==> src/rtl/fine_res_pkg.sv <==
// Purpose: shared constants and types for the fine resolution waveform block
// Assumes: one 10 MHz clock acting as the fast clock, peripheral rate is clk/4
// Notes:   byte addresses, one 32-bit word per register
package fine_res_pkg;

  localparam int          TIMER_COUNT   = 2;
  localparam int          ADDR_W        = 6;
  localparam int          CNT_W         = 16;
  localparam int          LSB_W         = 2;
  localparam int          SEL_W         = 2;
  localparam int          MODE_W        = 2;

  // register byte offsets
  localparam logic [5:0]  OFS_CONTROL   = 6'h00;
  localparam logic [5:0]  OFS_T0_BASE   = 6'h10;
  localparam logic [5:0]  OFS_T1_BASE   = 6'h20;
  localparam logic [3:0]  OFS_MODE      = 4'h0;
  localparam logic [3:0]  OFS_PERIOD    = 4'h4;
  localparam logic [3:0]  OFS_COMPARE   = 4'h8;
  localparam logic [3:0]  OFS_COUNT     = 4'hc;

  // reset values
  localparam logic [1:0]  SEL_RESET     = 2'h0;
  localparam logic [1:0]  MODE_RESET    = 2'h0;
  localparam logic [15:0] PERIOD_RESET  = 16'hffff;
  localparam logic [15:0] COMPARE_RESET = 16'h0000;

  // mode field encodings
  localparam logic [1:0]  MODE_STOP     = 2'h0;
  localparam logic [1:0]  MODE_FREQ     = 2'h1;
  localparam logic [1:0]  MODE_SINGLE   = 2'h2;
  localparam logic [1:0]  MODE_DUAL     = 2'h3;

  // counter steps
  localparam logic [15:0] STEP_COARSE   = 16'h0001;
  localparam logic [15:0] STEP_FINE     = 16'h0004;
  localparam logic [1:0]  PHASE_LAST    = 2'h3;

  typedef enum logic [1:0] {
    DIR_UP   = 2'b01,
    DIR_DOWN = 2'b10
  } dir_e;

  typedef struct packed {
    logic [1:0]  mode;
    logic [15:0] period;
    logic [15:0] compare;
  } timer_cfg_s;

endpackage

==> src/rtl/waveform_resolution_extension.sv <==
// Purpose: two small timers with a fine resolution output extension, Avalon-MM slave
// Assumes: clk is the fourfold-speed clock; peripheral cycle is a 1-of-4 enable
// Notes:   waveOut feeds the downstream dead-time or pattern logic unchanged
//
// Functional notes
// - when enabled, output edges are placed with four times finer resolution (two extra bits).
// - fine placement works in frequency, single-slope and dual-slope modes, feeding later logic.
// - a selected timer ignores its two low counter bits and steps by four each peripheral cycle.
// - wrap and coarse compare on the upper 14 bits happen at the peripheral rate.
// - the two low bits are counted and compared at the fast rate inside the cycle.
// - reading the count of a selected timer returns zero in its two low bits.
// - pulses shorter than one peripheral cycle are removed, so single- and dual-slope compare below four gives none.
// - control bits 7 to 2 read as zero and software writes them as zero.
// - the select field picks none, timer zero, timer one or both for fine mode.
// - any select bit raises portFineEnable for the whole port; each timer runs fine only when its own bit is set.
//
// The implementer's own choices: the placing of the registers and register access over Avalon-MM.
module waveform_resolution_extension (
  input  wire logic        clk,
  input  wire logic        arst_n,
  input  wire logic [5:0]  address,
  input  wire logic        read,
  input  wire logic        write,
  input  wire logic [31:0] writedata,
  input  wire logic [3:0]  byteenable,
  output logic      [31:0] readdata,
  output logic             waitrequest,
  output logic      [1:0]  waveOut,
  output logic             portFineEnable
);

  localparam int N = fine_res_pkg::TIMER_COUNT;

  function automatic logic [15:0] mergeLanes(input logic [15:0] old,
                                             input logic [31:0] data,
                                             input logic [3:0]  be);
    logic [15:0] res;
    res = old;
    if (be[0]) begin
      res[7:0] = data[7:0];
    end
    if (be[1]) begin
      res[15:8] = data[15:8];
    end
    return res;
  endfunction

  ////////////////////////////////////////////////////////////////////////////////
  // bus slave and registers

  logic                            ack;
  logic                            next_ack;
  logic [31:0]                     next_readdata;
  logic [1:0]                      sel;
  logic [1:0]                      next_sel;
  fine_res_pkg::timer_cfg_s        cfg [N];
  fine_res_pkg::timer_cfg_s        next_cfg [N];
  logic [15:0]                     cnt [N];
  logic [15:0]                     next_cnt [N];
  fine_res_pkg::dir_e              dir [N];
  fine_res_pkg::dir_e              next_dir [N];
  logic [1:0]                      waveOutNext;
  logic [1:0]                      phase;
  logic [1:0]                      next_phase;
  logic                            periphEn;
  logic [1:0]                      runMode [N];
  logic [1:0]                      next_runMode [N];
  logic [N-1:0]                    runFine;
  logic [N-1:0]                    next_runFine;

  assign waitrequest = (read | write) & ~ack;

  always_comb begin
    logic [5:0]  base;
    logic [3:0]  ofs;
    base          = address & 6'h30;
    ofs           = address[3:0];
    next_ack      = (read | write) & ~ack;
    next_readdata = readdata;
    next_sel      = sel;
    for (int t = 0; t < N; t++) begin
      next_cfg[t] = cfg[t];
    end
    if (ack && write && address == fine_res_pkg::OFS_CONTROL && byteenable[0]) begin
      next_sel = writedata[1:0];
    end
    for (int t = 0; t < N; t++) begin
      if (ack && write && base == ((t == 0) ? fine_res_pkg::OFS_T0_BASE
                                                 : fine_res_pkg::OFS_T1_BASE)) begin
        case (ofs)
          fine_res_pkg::OFS_MODE: begin
            if (byteenable[0]) begin
              next_cfg[t].mode = writedata[1:0];
            end
          end
          fine_res_pkg::OFS_PERIOD: begin
            next_cfg[t].period = mergeLanes(cfg[t].period, writedata, byteenable);
          end
          fine_res_pkg::OFS_COMPARE: begin
            next_cfg[t].compare = mergeLanes(cfg[t].compare, writedata, byteenable);
          end
          default: begin
          end
        endcase
      end
    end
    if (next_ack && read) begin
      next_readdata = 32'h0000_0000;
      if (address == fine_res_pkg::OFS_CONTROL) begin
        next_readdata = {30'h0, sel};
      end
      for (int t = 0; t < N; t++) begin
        if (base == ((t == 0) ? fine_res_pkg::OFS_T0_BASE : fine_res_pkg::OFS_T1_BASE)) begin
          case (ofs)
            fine_res_pkg::OFS_MODE:    next_readdata = {30'h0, cfg[t].mode};
            fine_res_pkg::OFS_PERIOD:  next_readdata = {16'h0, cfg[t].period};
            fine_res_pkg::OFS_COMPARE: next_readdata = {16'h0, cfg[t].compare};
            fine_res_pkg::OFS_COUNT: begin
              next_readdata = {16'h0, cnt[t]};
              if (sel[t]) begin
                next_readdata[1:0] = 2'h0;
              end
            end
            default:                   next_readdata = 32'h0000_0000;
          endcase
        end
      end
    end
  end

  always_ff @(posedge clk or negedge arst_n) begin
    if (!arst_n) begin
      ack      <= 1'b0;
      readdata <= 32'h0000_0000;
      sel      <= fine_res_pkg::SEL_RESET;
      for (int t = 0; t < N; t++) begin
        cfg[t] <= '{fine_res_pkg::MODE_RESET, fine_res_pkg::PERIOD_RESET,
                    fine_res_pkg::COMPARE_RESET};
      end
    end else begin
      ack      <= next_ack;
      readdata <= next_readdata;
      sel      <= next_sel;
      for (int t = 0; t < N; t++) begin
        cfg[t] <= next_cfg[t];
      end
    end
  end

  ////////////////////////////////////////////////////////////////////////////////
  // peripheral-rate enable from the fast clock

  assign next_phase = phase + 2'h1;
  assign periphEn   = (phase == fine_res_pkg::PHASE_LAST);

  always_ff @(posedge clk or negedge arst_n) begin
    if (!arst_n) begin
      phase <= 2'h0;
    end else begin
      phase <= next_phase;
    end
  end

  ////////////////////////////////////////////////////////////////////////////////
  // counters, coarse compare and fine edge placement

  assign portFineEnable = |sel;

  always_comb begin
    logic [15:0] step;
    logic [15:0] fineCnt;
    logic        isFine;
    logic        atTop;
    logic        match;
    step        = fine_res_pkg::STEP_COARSE;
    fineCnt     = 16'h0;
    isFine      = 1'b0;
    atTop       = 1'b0;
    match       = 1'b0;
    waveOutNext = waveOut;
    next_runFine = runFine;
    for (int t = 0; t < N; t++) begin
      next_cnt[t] = cnt[t];
      next_dir[t] = dir[t];
      // mode and fine select only change on a peripheral cycle boundary
      next_runMode[t] = periphEn ? cfg[t].mode : runMode[t];
      next_runFine[t] = periphEn ? (sel[t] & portFineEnable) : runFine[t];
      isFine      = runFine[t];
      step        = isFine ? fine_res_pkg::STEP_FINE : fine_res_pkg::STEP_COARSE;
      // fast-rate fine count: low bits come from the phase, mirrored on the way down
      fineCnt     = {cnt[t][15:2], (dir[t] == fine_res_pkg::DIR_DOWN) ? ~phase : phase};
      if (runMode[t] == fine_res_pkg::MODE_FREQ) begin
        atTop = (cnt[t][15:2] >= cfg[t].compare[15:2]);
        match = isFine ? (fineCnt == cfg[t].compare) : (periphEn && atTop);
      end else begin
        atTop = (cnt[t][15:2] >= cfg[t].period[15:2]);
        match = 1'b0;
      end
      if (!isFine) begin
        atTop = (runMode[t] == fine_res_pkg::MODE_FREQ) ? (cnt[t] >= cfg[t].compare)
                                                         : (cnt[t] >= cfg[t].period);
      end
      if (periphEn) begin
        case (runMode[t])
          fine_res_pkg::MODE_FREQ,
          fine_res_pkg::MODE_SINGLE: begin
            next_dir[t] = fine_res_pkg::DIR_UP;
            next_cnt[t] = atTop ? 16'h0 : cnt[t] + step;
          end
          fine_res_pkg::MODE_DUAL: begin
            if (dir[t] == fine_res_pkg::DIR_UP) begin
              next_dir[t] = atTop ? fine_res_pkg::DIR_DOWN : fine_res_pkg::DIR_UP;
              next_cnt[t] = atTop ? cnt[t] - step : cnt[t] + step;
            end else begin
              next_dir[t] = (cnt[t] < step + step) ? fine_res_pkg::DIR_UP
                                                   : fine_res_pkg::DIR_DOWN;
              next_cnt[t] = (cnt[t] < step) ? 16'h0 : cnt[t] - step;
            end
          end
          default: begin
            next_cnt[t] = 16'h0;
            next_dir[t] = fine_res_pkg::DIR_UP;
          end
        endcase
        if (isFine) begin
          next_cnt[t][1:0] = 2'h0;
        end
      end
      case (runMode[t])
        fine_res_pkg::MODE_FREQ: begin
          if (match) begin
            waveOutNext[t] = ~waveOut[t];
          end
        end
        fine_res_pkg::MODE_SINGLE,
        fine_res_pkg::MODE_DUAL: begin
          if (isFine) begin
            waveOutNext[t] = (fineCnt < cfg[t].compare)
                             & (cfg[t].compare[15:2] != 14'h0);
          end else begin
            waveOutNext[t] = (cnt[t] < cfg[t].compare);
          end
        end
        default: begin
          waveOutNext[t] = 1'b0;
        end
      endcase
    end
  end

  always_ff @(posedge clk or negedge arst_n) begin
    if (!arst_n) begin
      waveOut <= 2'h0;
      runFine <= '0;
      for (int t = 0; t < N; t++) begin
        cnt[t] <= 16'h0;
        dir[t] <= fine_res_pkg::DIR_UP;
        runMode[t] <= fine_res_pkg::MODE_RESET;
      end
    end else begin
      waveOut <= waveOutNext;
      runFine <= next_runFine;
      for (int t = 0; t < N; t++) begin
        cnt[t] <= next_cnt[t];
        dir[t] <= next_dir[t];
        runMode[t] <= next_runMode[t];
      end
    end
  end

endmodule

==> config.mk <==
export PLATFORM = sky130hd
export DESIGN_NAME = waveform_resolution_extension
export DESIGN_NICKNAME = d
export VERILOG_FILES = /design/src/rtl/fine_res_pkg.sv /design/src/rtl/waveform_resolution_extension.sv
export SDC_FILE = /design/constraint.sdc
export NUM_CORES = 1
export LEC_CHECK = 0
export BUFFER_PORTS_ARGS = -buffer_cell sky130_fd_sc_hd__clkbuf_2
export CORE_MARGIN = 10
export CORE_UTILIZATION = 45
export DETAILED_ROUTE_END_ITERATION = 10
export HOLD_SLACK_MARGIN = 0.15
export PLACE_DENSITY_LB_ADDON = 0.15
export SETUP_SLACK_MARGIN = 0.5
export SYNTH_ARGS = -nofsm -noshare
export SYNTH_HDL_FRONTEND = slang
export SYNTH_SLANG_ARGS = --single-unit
==> constraint.sdc <==
create_clock -name clk -period 4.8 [get_ports clk]
set_input_delay 0 -clock clk [delete_from_list [all_inputs] [get_ports clk]]
set_output_delay 0 -clock clk [all_outputs]
set_load 0.05 [all_outputs]
==> metrics.txt, run 1 <==
Reg power frac 40.2%; number of search-and-repair iterations in the first detailed-routing pass 5; FILL cells 2084; Async SR Flop Fraction 100%; type of the tightest min-delay check primary input to async pin; per-cell routed wire length 18.7 µm; NumNets Final 1402; cells traversed along the worst timing path clkinv_1, ha_1, nor2b_1, nor3_1, nand3_1, or4_4, o41ai_4, buf_4, nand3b_1, buf_12, buf_4, o22ai_1, nor2_1, a211oi_1; final clock period utilization by the worst path 81.8%; number of ports placed on the die boundary 82; most numerous cell on the critical path buf_4; Gate power share 13.9%; Worst-Margin Slew 1.12 ns; TritonCTS clock tree yes; total of buffers placed on input and output ports 47; area of the mapped netlist 9970 µm²; via count 9121; Post-Route WL 29.0 mm; count of endpoints failing hold in the final timing report 0; number of global-route vias before repair 8658; Die X-Extent 169 µm; Die Height 169 µm; clk buf depth 2; proportion of layout cells with a drive suffix above 1 11.8%; post-synthesis average cell area 8.18 µm²; areal power density over the cells 274 nW/µm²; crit path launch type flop; Syn Inst Count 1219; total of max-cap violations 0; register-to-register path setup slack 0.88 ns; wire length of the first global-routing pass 47.1 mm; fraction of power spent switching nets 28.1%; global route total overflow 0; Num CTS Buffers 17; Clock H-tree levels 4; worst-case reg-to-reg path depth 14; count of unique library cells instantiated by Yosys 76; DRC violation total after the first TritonRoute iteration 768; setup violators final 0; Root Buffer clkbuf_16; Clock Skew 0.00735 ns; Crit Reg-Reg Endpoint cnt[30]$_DFFE_PN0N_; critical path endpoint category flop; routed vias/inst 5.87; result of the run finished clean; total area of sequential cells 3370 µm²; worst slew margin relative to its limit 25.2%; effective utilization at floorplan 45.7%; Post-Route Setup TNS 0 ns; flip-flop and latch count after synthesis 133; timing-limited maximum frequency 255 MHz; placeable core region 21800 µm²; leakage power summed over all cells 0.00518 µW; slowest stage delay, CP 0.49 ns; post-layout instance area 11200 µm²; clock transition at the register clock pins on the worst setup and hold paths after CTS 0.06 ns; largest fanout on the critical path 11; number of antenna violations at the first check in global routing 2; Crit-path slowest cell or4_4; Critical R2R Launch runFine[0]$_DFFE_PN0N_; total routing resource utilization after global routing 20.2%; sequential element share of the synthesized area 33.8%; std cell rows 54; cell area after placement 10300 µm²; ys flop type dfrtp_1; Switch Pwr 863 µW; Detailed Place HPWL 21.1 mm; clk_lat worst skew 0.43 ns; signed area change from the synthesized netlist to the final layout 12.7%; number of nets with antenna violations after detailed routing 0; area of the die 28500 µm²; clock period minus final worst setup slack 3.92 ns; number of cells in the design after placement 1491; type of the worst setup path flop to flop; pin count of the biggest net entering global routing 97; number of clock sinks seen by CTS 133; yosys synthesis warning count 0; final cell count without fillers 1553; internal power component 2210 µW; Final GP Congestion 0.906; endpoint arrival time on the critical path 4.21 ns; Final Max Slew Viols 0; Util after Layout 51.5%; Post-synth EDFFs 0; Req. time, crit path 5.09 ns; area of combinational cells with multiple inputs 5910 µm²; remaining design rule violation count 0; setup repair after global routing missed its margin false; portion of total power attributed to the clock network 45.9%; maximum VDD drop 0.197 mV
cells by family after synthesis:
logic type                 after synthesis  synth area share, %
AOI/OAI and AO/OA                      378                 24.1
xor gates and xnor gates                22                 1.93
other                                    1               0.0376
and+or+nand+nor                        394                 18.5
adders and majority gates               97                 12.2
buffers and inverters                  176                 7.47
DFF                                    133                 33.8
muxes                                   18                 1.97
sequential cells by signal, indices dropped and copies added (netlist names):
register and cells:
dir 4, cfg 68, phase 2, sel 2, cnt 32, runFine 2
ack 1, waveOut 2, runMode 4, readdata 16
cell usage after synthesis (7+ instances only):
cell | instances | share of area, %
nand2b_1 | 15 | 0.94
nor4_1 | 14 | 0.88
nor2b_1 | 12 | 0.75
and3_1 | 10 | 0.63
dfstp_2 | 34 | 9.0
nand2_1 | 174 | 6.6
a21o_1 | 9 | 0.68
nand3_1 | 31 | 1.6
xnor2_1 | 14 | 1.2
clkbuf_1 | 55 | 2.1
o21ai_0 | 159 | 8.0
a211oi_1 | 7 | 0.53
o22ai_1 | 17 | 1.1
xor2_1 | 8 | 0.70
a22oi_1 | 30 | 2.3
o22a_1 | 14 | 1.2
dfrtp_1 | 99 | 25
buf_4 | 18 | 1.4
nor2_1 | 61 | 2.3
mux2_2 | 13 | 1.5
ha_1 | 97 | 12
inv_1 | 94 | 3.5
nand4_1 | 16 | 1.0
nor3_1 | 31 | 1.6
a21oi_1 | 54 | 2.7
o31ai_1 | 7 | 0.53
how the worst max path moves through the flow:
stage                                to  cells past startpoint  slack (ns)                   start
finish              cnt[30]$_DFFE_PN0N_                     14        0.88  runFine[0]$_DFFE_PN0N_
global route        cnt[26]$_DFFE_PN0N_                     13        0.57  runFine[0]$_DFFE_PN0N_
CTS                 cnt[26]$_DFFE_PN0N_                     11        0.71  runFine[0]$_DFFE_PN0N_
detailed placement  cnt[26]$_DFFE_PN0N_                     11        0.75  runFine[0]$_DFFE_PN0N_
global placement    cnt[26]$_DFFE_PN0N_                     11        0.80  runFine[0]$_DFFE_PN0N_
floorplan           cnt[20]$_DFFE_PN0N_                     10        1.47  runFine[0]$_DFFE_PN0N_
cell usage in the layout, fill, tap and decap left out, drive strengths merged, types with 25 or more instances in the layout:
cell         netlist  layout
nand2            174     174
clkbuf            55      65
nand3             31      31
nor2              63      63
dfstp             34      34
ha                97      97
o21ai            160     160
dlygate4sd3        0      25
a21oi             54      54
dfrtp             99      99
inv               94      95
nor3              31      31
a22oi             30      30
final cells by class:
cell class,instances,share of cell area [%]
well taps,280,3.12
flip-flops and latches,133,30.0
repair buffers,87,5.49
inverters,95,3.17
clock inverters,12,1.59
multi-input cells,925,52.6
clock buffers,19,3.94
diodes,2,0.0445
power groups by stage:
stage	sequential (µW)	combinational [µW]	clock, µW
CTS	1230	428	1430
floorplan	1270	264	0
detailed placement	1250	409	0
global placement	1250	404	0
global route	1240	480	1480
finish	1230	428	1410
repair_timing:
item | 4_1_cts | 5_1_grt
endpoints found under the setup margin | 0 | 9
hold endpoints to repair | 150 | 0
resized for setup | 0 | 0
setup buffers | 0 | 4
hold buffers | 25 | 0
critical path, delay by kind of cell, from the launching register on:
kind | cells | cell delay (ns)
fa+ha+maj | 1 | 0.48
compound gates | 3 | 0.48
buf+inv | 4 | 0.80
simple gates | 6 | 1.56
flops | 1 | 0.45
routing by layer:
layer	routed length [µm]	global-route usage, %	share of wire [%]	vias up
met5	0	0	0	-
met4	309	4.66	1.1	0
met3	2250	4.75	7.8	28
met2	12300	29.3	42	289
met1	14100	29.5	49	4368
li1	-	-	-	4436
per-stage QoR:
stage | power [µW] | hold WS [ns] | setup WS (ns)
after floorplan | 1530 | -0.296 | 1.47
after global placement | 1660 | 0.187 | 0.796
after detailed placement | 1660 | 0.192 | 0.749
after CTS | 3090 | 0.278 | 0.715
after global routing | 3200 | 0.327 | 0.565
final | 3070 | 0.257 | 0.876
(Power assumes the default switching activity.)
==> run 2, diff against run 1 <==
ABC_AREA = 1   (was default)
clock period = 3.3 ns   (was 4.8 ns; I/O delays follow)
==> run 2 against run 1 <==
Routed wire length grew 6.3%. Hold slack lost 0.050 ns. Sequential power grew 46%. Die area grew 5.4%. Highest routed layer unchanged. Clock skew grew 0.0046 ns. Final cell count grew 20%. Final area grew 6.2%. Largest power group unchanged. Largest cell class unchanged. Utilization shrank 0.34 points.
==> metrics.txt, run 2 <==
result of the run finished clean; Final GP Congestion 0.914; clk buf depth 2; worst slew margin relative to its limit 27.2%; total of max-cap violations 0; area of the mapped netlist 10600 µm²; Antenna Diode Count 0; type of the worst setup path flop to flop; sequential element share of the synthesized area 31.9%; leading cell types by count after synthesis 386 x nand2_1, 180 x inv_1, 128 x o21ai_0; Clock Skew 0.0120 ns; per-cell routed wire length 16.5 µm; Post-Route WL 30.8 mm; most frequent standard cell in the layout excluding fill and tap cells nand2_1; count of endpoints failing hold in the final timing report 0; Die X-Extent 173 µm; timing-limited maximum frequency 390 MHz; Worst-Margin Slew 1.09 ns; DRC violation total after the first TritonRoute iteration 654; largest delay contributor family on the critical path simple AND/OR/NAND/NOR gates; leakage power summed over all cells 0.00574 µW; total of buffers placed on input and output ports 47; NumNets Final 1677; remaining design rule violation count 0; std cell rows 56; most numerous cell on the critical path nand2_1; Syn Inst Count 1468; areal power density over the cells 410 nW/µm²; flip-flop count of the largest register after layout 68; number of global-route vias before repair 9399; routed vias/inst 5.24; number of antenna violations at the first check in global routing 0; maximum VDD drop 0.251 mV; Largest Register cfg; cell type contributing the most total cell area after synthesis dfrtp_1; number of search-and-repair iterations in the first detailed-routing pass 5; Num CTS Buffers 17; Util after Layout 51.1%; Req. time, crit path 3.66 ns; placeable core region 23300 µm²; clock transition at the register clock pins on the worst setup and hold paths after CTS 0.06 ns; proportion of layout cells with a drive suffix above 1 13.3%; worst-case reg-to-reg path depth 13; number of clock sinks seen by CTS 133; pin count of the biggest net entering global routing 92; highest-count cells in the layout ignoring fill and taps 386 x nand2_1, 179 x inv_1, 128 x o21ai_0; Root Buffer clkbuf_16; clock period minus final worst setup slack 2.56 ns; area of the die 30100 µm²; setup violators final 0; wire length of the first global-routing pass 50.4 mm; Post-synth EDFFs 0; post-synthesis average cell area 7.21 µm²; number of nets with antenna violations after detailed routing 0; area fraction of the dominant cell type after synthesis 23.4%; largest fanout on the critical path 7; most frequent cell after synthesis nand2_1; setup repair after global routing missed its margin false; cells traversed along the worst timing path clkinvlp_4, ha_1, inv_2, nand2_1, nand2_1, nand2_1, nor3_1, nand3_1, xor2_1, nand3_1, o21ai_1, nand2_1, nand2_1; Critical Path Stages 13; critical path endpoint category flop; Async SR Flop Fraction 100%; FILL cells 2320; endpoint arrival time on the critical path 2.93 ns; ranking of synthesized cells by area dfrtp_1 23%, nand2_1 14%, ha_1 11%; clk_lat worst skew 0.43 ns; Crit-path slowest cell dfrtp_1; buffer and inverter count on the worst path 2; number of ports placed on the die boundary 82; yosys synthesis warning count 0; largest registers in the final layout cfg: 68 flops, cnt: 32 flops, readdata: 16 flops; slowest stage delay, CP 0.54 ns; type of the tightest min-delay check primary input to async pin; crit path launch type flop; flip-flop and latch count after synthesis 133; Clock H-tree levels 4; effective utilization at floorplan 45.4%; ys flop type dfrtp_1; signed area change from the synthesized netlist to the final layout 12.8%; via count 9787; total routing resource utilization after global routing 20.4%; Post-Route Setup TNS 0 ns; final clock period utilization by the worst path 77.6%; Die Height 173 µm; Detailed Place HPWL 23.2 mm; TritonCTS clock tree yes; Final Max Slew Viols 0; global route total overflow 0; count of unique library cells instantiated by Yosys 51
==> run 2: cell type report <==
type / count / area, µm² / area share (%)
Clock buffer: 18 / 429 / 3.60
Tap cell: 319 / 399 / 3.34
Multi-Input combinational cell: 1094 / 6180 / 51.8
Clock inverter: 14 / 175 / 1.47
Inverter: 202 / 774 / 6.49
Sequential cell: 133 / 3370 / 28.2
Timing Repair Buffer: 86 / 602 / 5.04
==> run 2: path summary, 6_finish.rpt <==
kind                                        start                       to  slack (ns)
hold reg to reg                     ack$_DFF_PN0_            ack$_DFF_PN0_        0.48
hold / removal                             arst_n      cnt[10]$_DFFE_PN0N_        0.21
setup / recovery           runFine[0]$_DFFE_PN0N_      cnt[30]$_DFFE_PN0N_        0.74
min in group clk                       address[0]  readdata[0]$_DFFE_PN0P_        0.22
max in group asynchronous                  arst_n      cfg[62]$_DFFE_PN1P_        2.20
setup reg to reg           runFine[0]$_DFFE_PN0N_      cnt[30]$_DFFE_PN0N_        0.74
==> run 2: worst reg2reg max path, cell delays in order (launching register included) <==
cell and delay [ns]:
dfrtp_1 0.54, clkinvlp_4 0.21, ha_1 0.36, inv_2 0.09
nand2_1 0.05, nand2_1 0.08, nand2_1 0.13, nor3_1 0.35
nand3_1 0.18, xor2_1 0.18, nand3_1 0.09, o21ai_1 0.08
nand2_1 0.07, nand2_1 0.08
==> run 2: cell families (layout without fill, tap and decap cells) <==
| kind of cell | after synthesis | after routing | synth area share [%] |
|---|---|---|---|
| AOI/OAI and AO/OA | 268 | 268 | 14.2 |
| other | 1 | 16 | 0.0354 |
| and+or+nand+nor | 665 | 665 | 28.2 |
| buffers and inverters | 256 | 320 | 10.3 |
| adders and majority gates | 97 | 97 | 11.5 |
| DFF | 133 | 133 | 31.9 |
| xor gates and xnor gates | 48 | 48 | 3.97 |
==> run 2: routing by layer <==
| metal | global-route usage (%) | routed length, µm | up-vias |
|---|---|---|---|
| met2 | 30.7 | 13300 | 259 |
| li1 | - | - | 4912 |
| met3 | 4.47 | 1850 | 34 |
| met1 | 29.3 | 15200 | 4582 |
| met5 | 0 | 0 | - |
| met4 | 4.56 | 431 | 0 |
==> run 2: timing repair <==
action	in CTS	in global routing
endpoints found under the setup margin	0	1
setup buffers	0	1
hold buffers	27	0
gates resized for setup	0	1
endpoints found under the hold margin	135	0
==> run 2: through the flow <==
step | setup slack, ns | cell area, µm² | power, µW | hold WS (ns) | cells
5_1_grt | 0.511 | 11900 | 5120 | 0.261 | 1866
4_1_cts | 0.755 | 11900 | 4910 | 0.194 | 1865
2_1_floorplan | 1.20 | 10600 | 2580 | -0.296 | 1483
3_3_place_gp | 0.804 | 11000 | 2860 | 0.156 | 1806
3_5_place_dp | 0.782 | 11000 | 2880 | 0.159 | 1806
6_report | 0.738 | 11900 | 4890 | 0.208 | 1866
==> run 2: where the power goes <==
group | switching [µW] | internal (µW) | total (µW)
Combinational | 791 | 304 | 1090
Sequential | 59.9 | 1730 | 1790
Clock | 802 | 1200 | 2000
Total | 1650 | 3240 | 4890
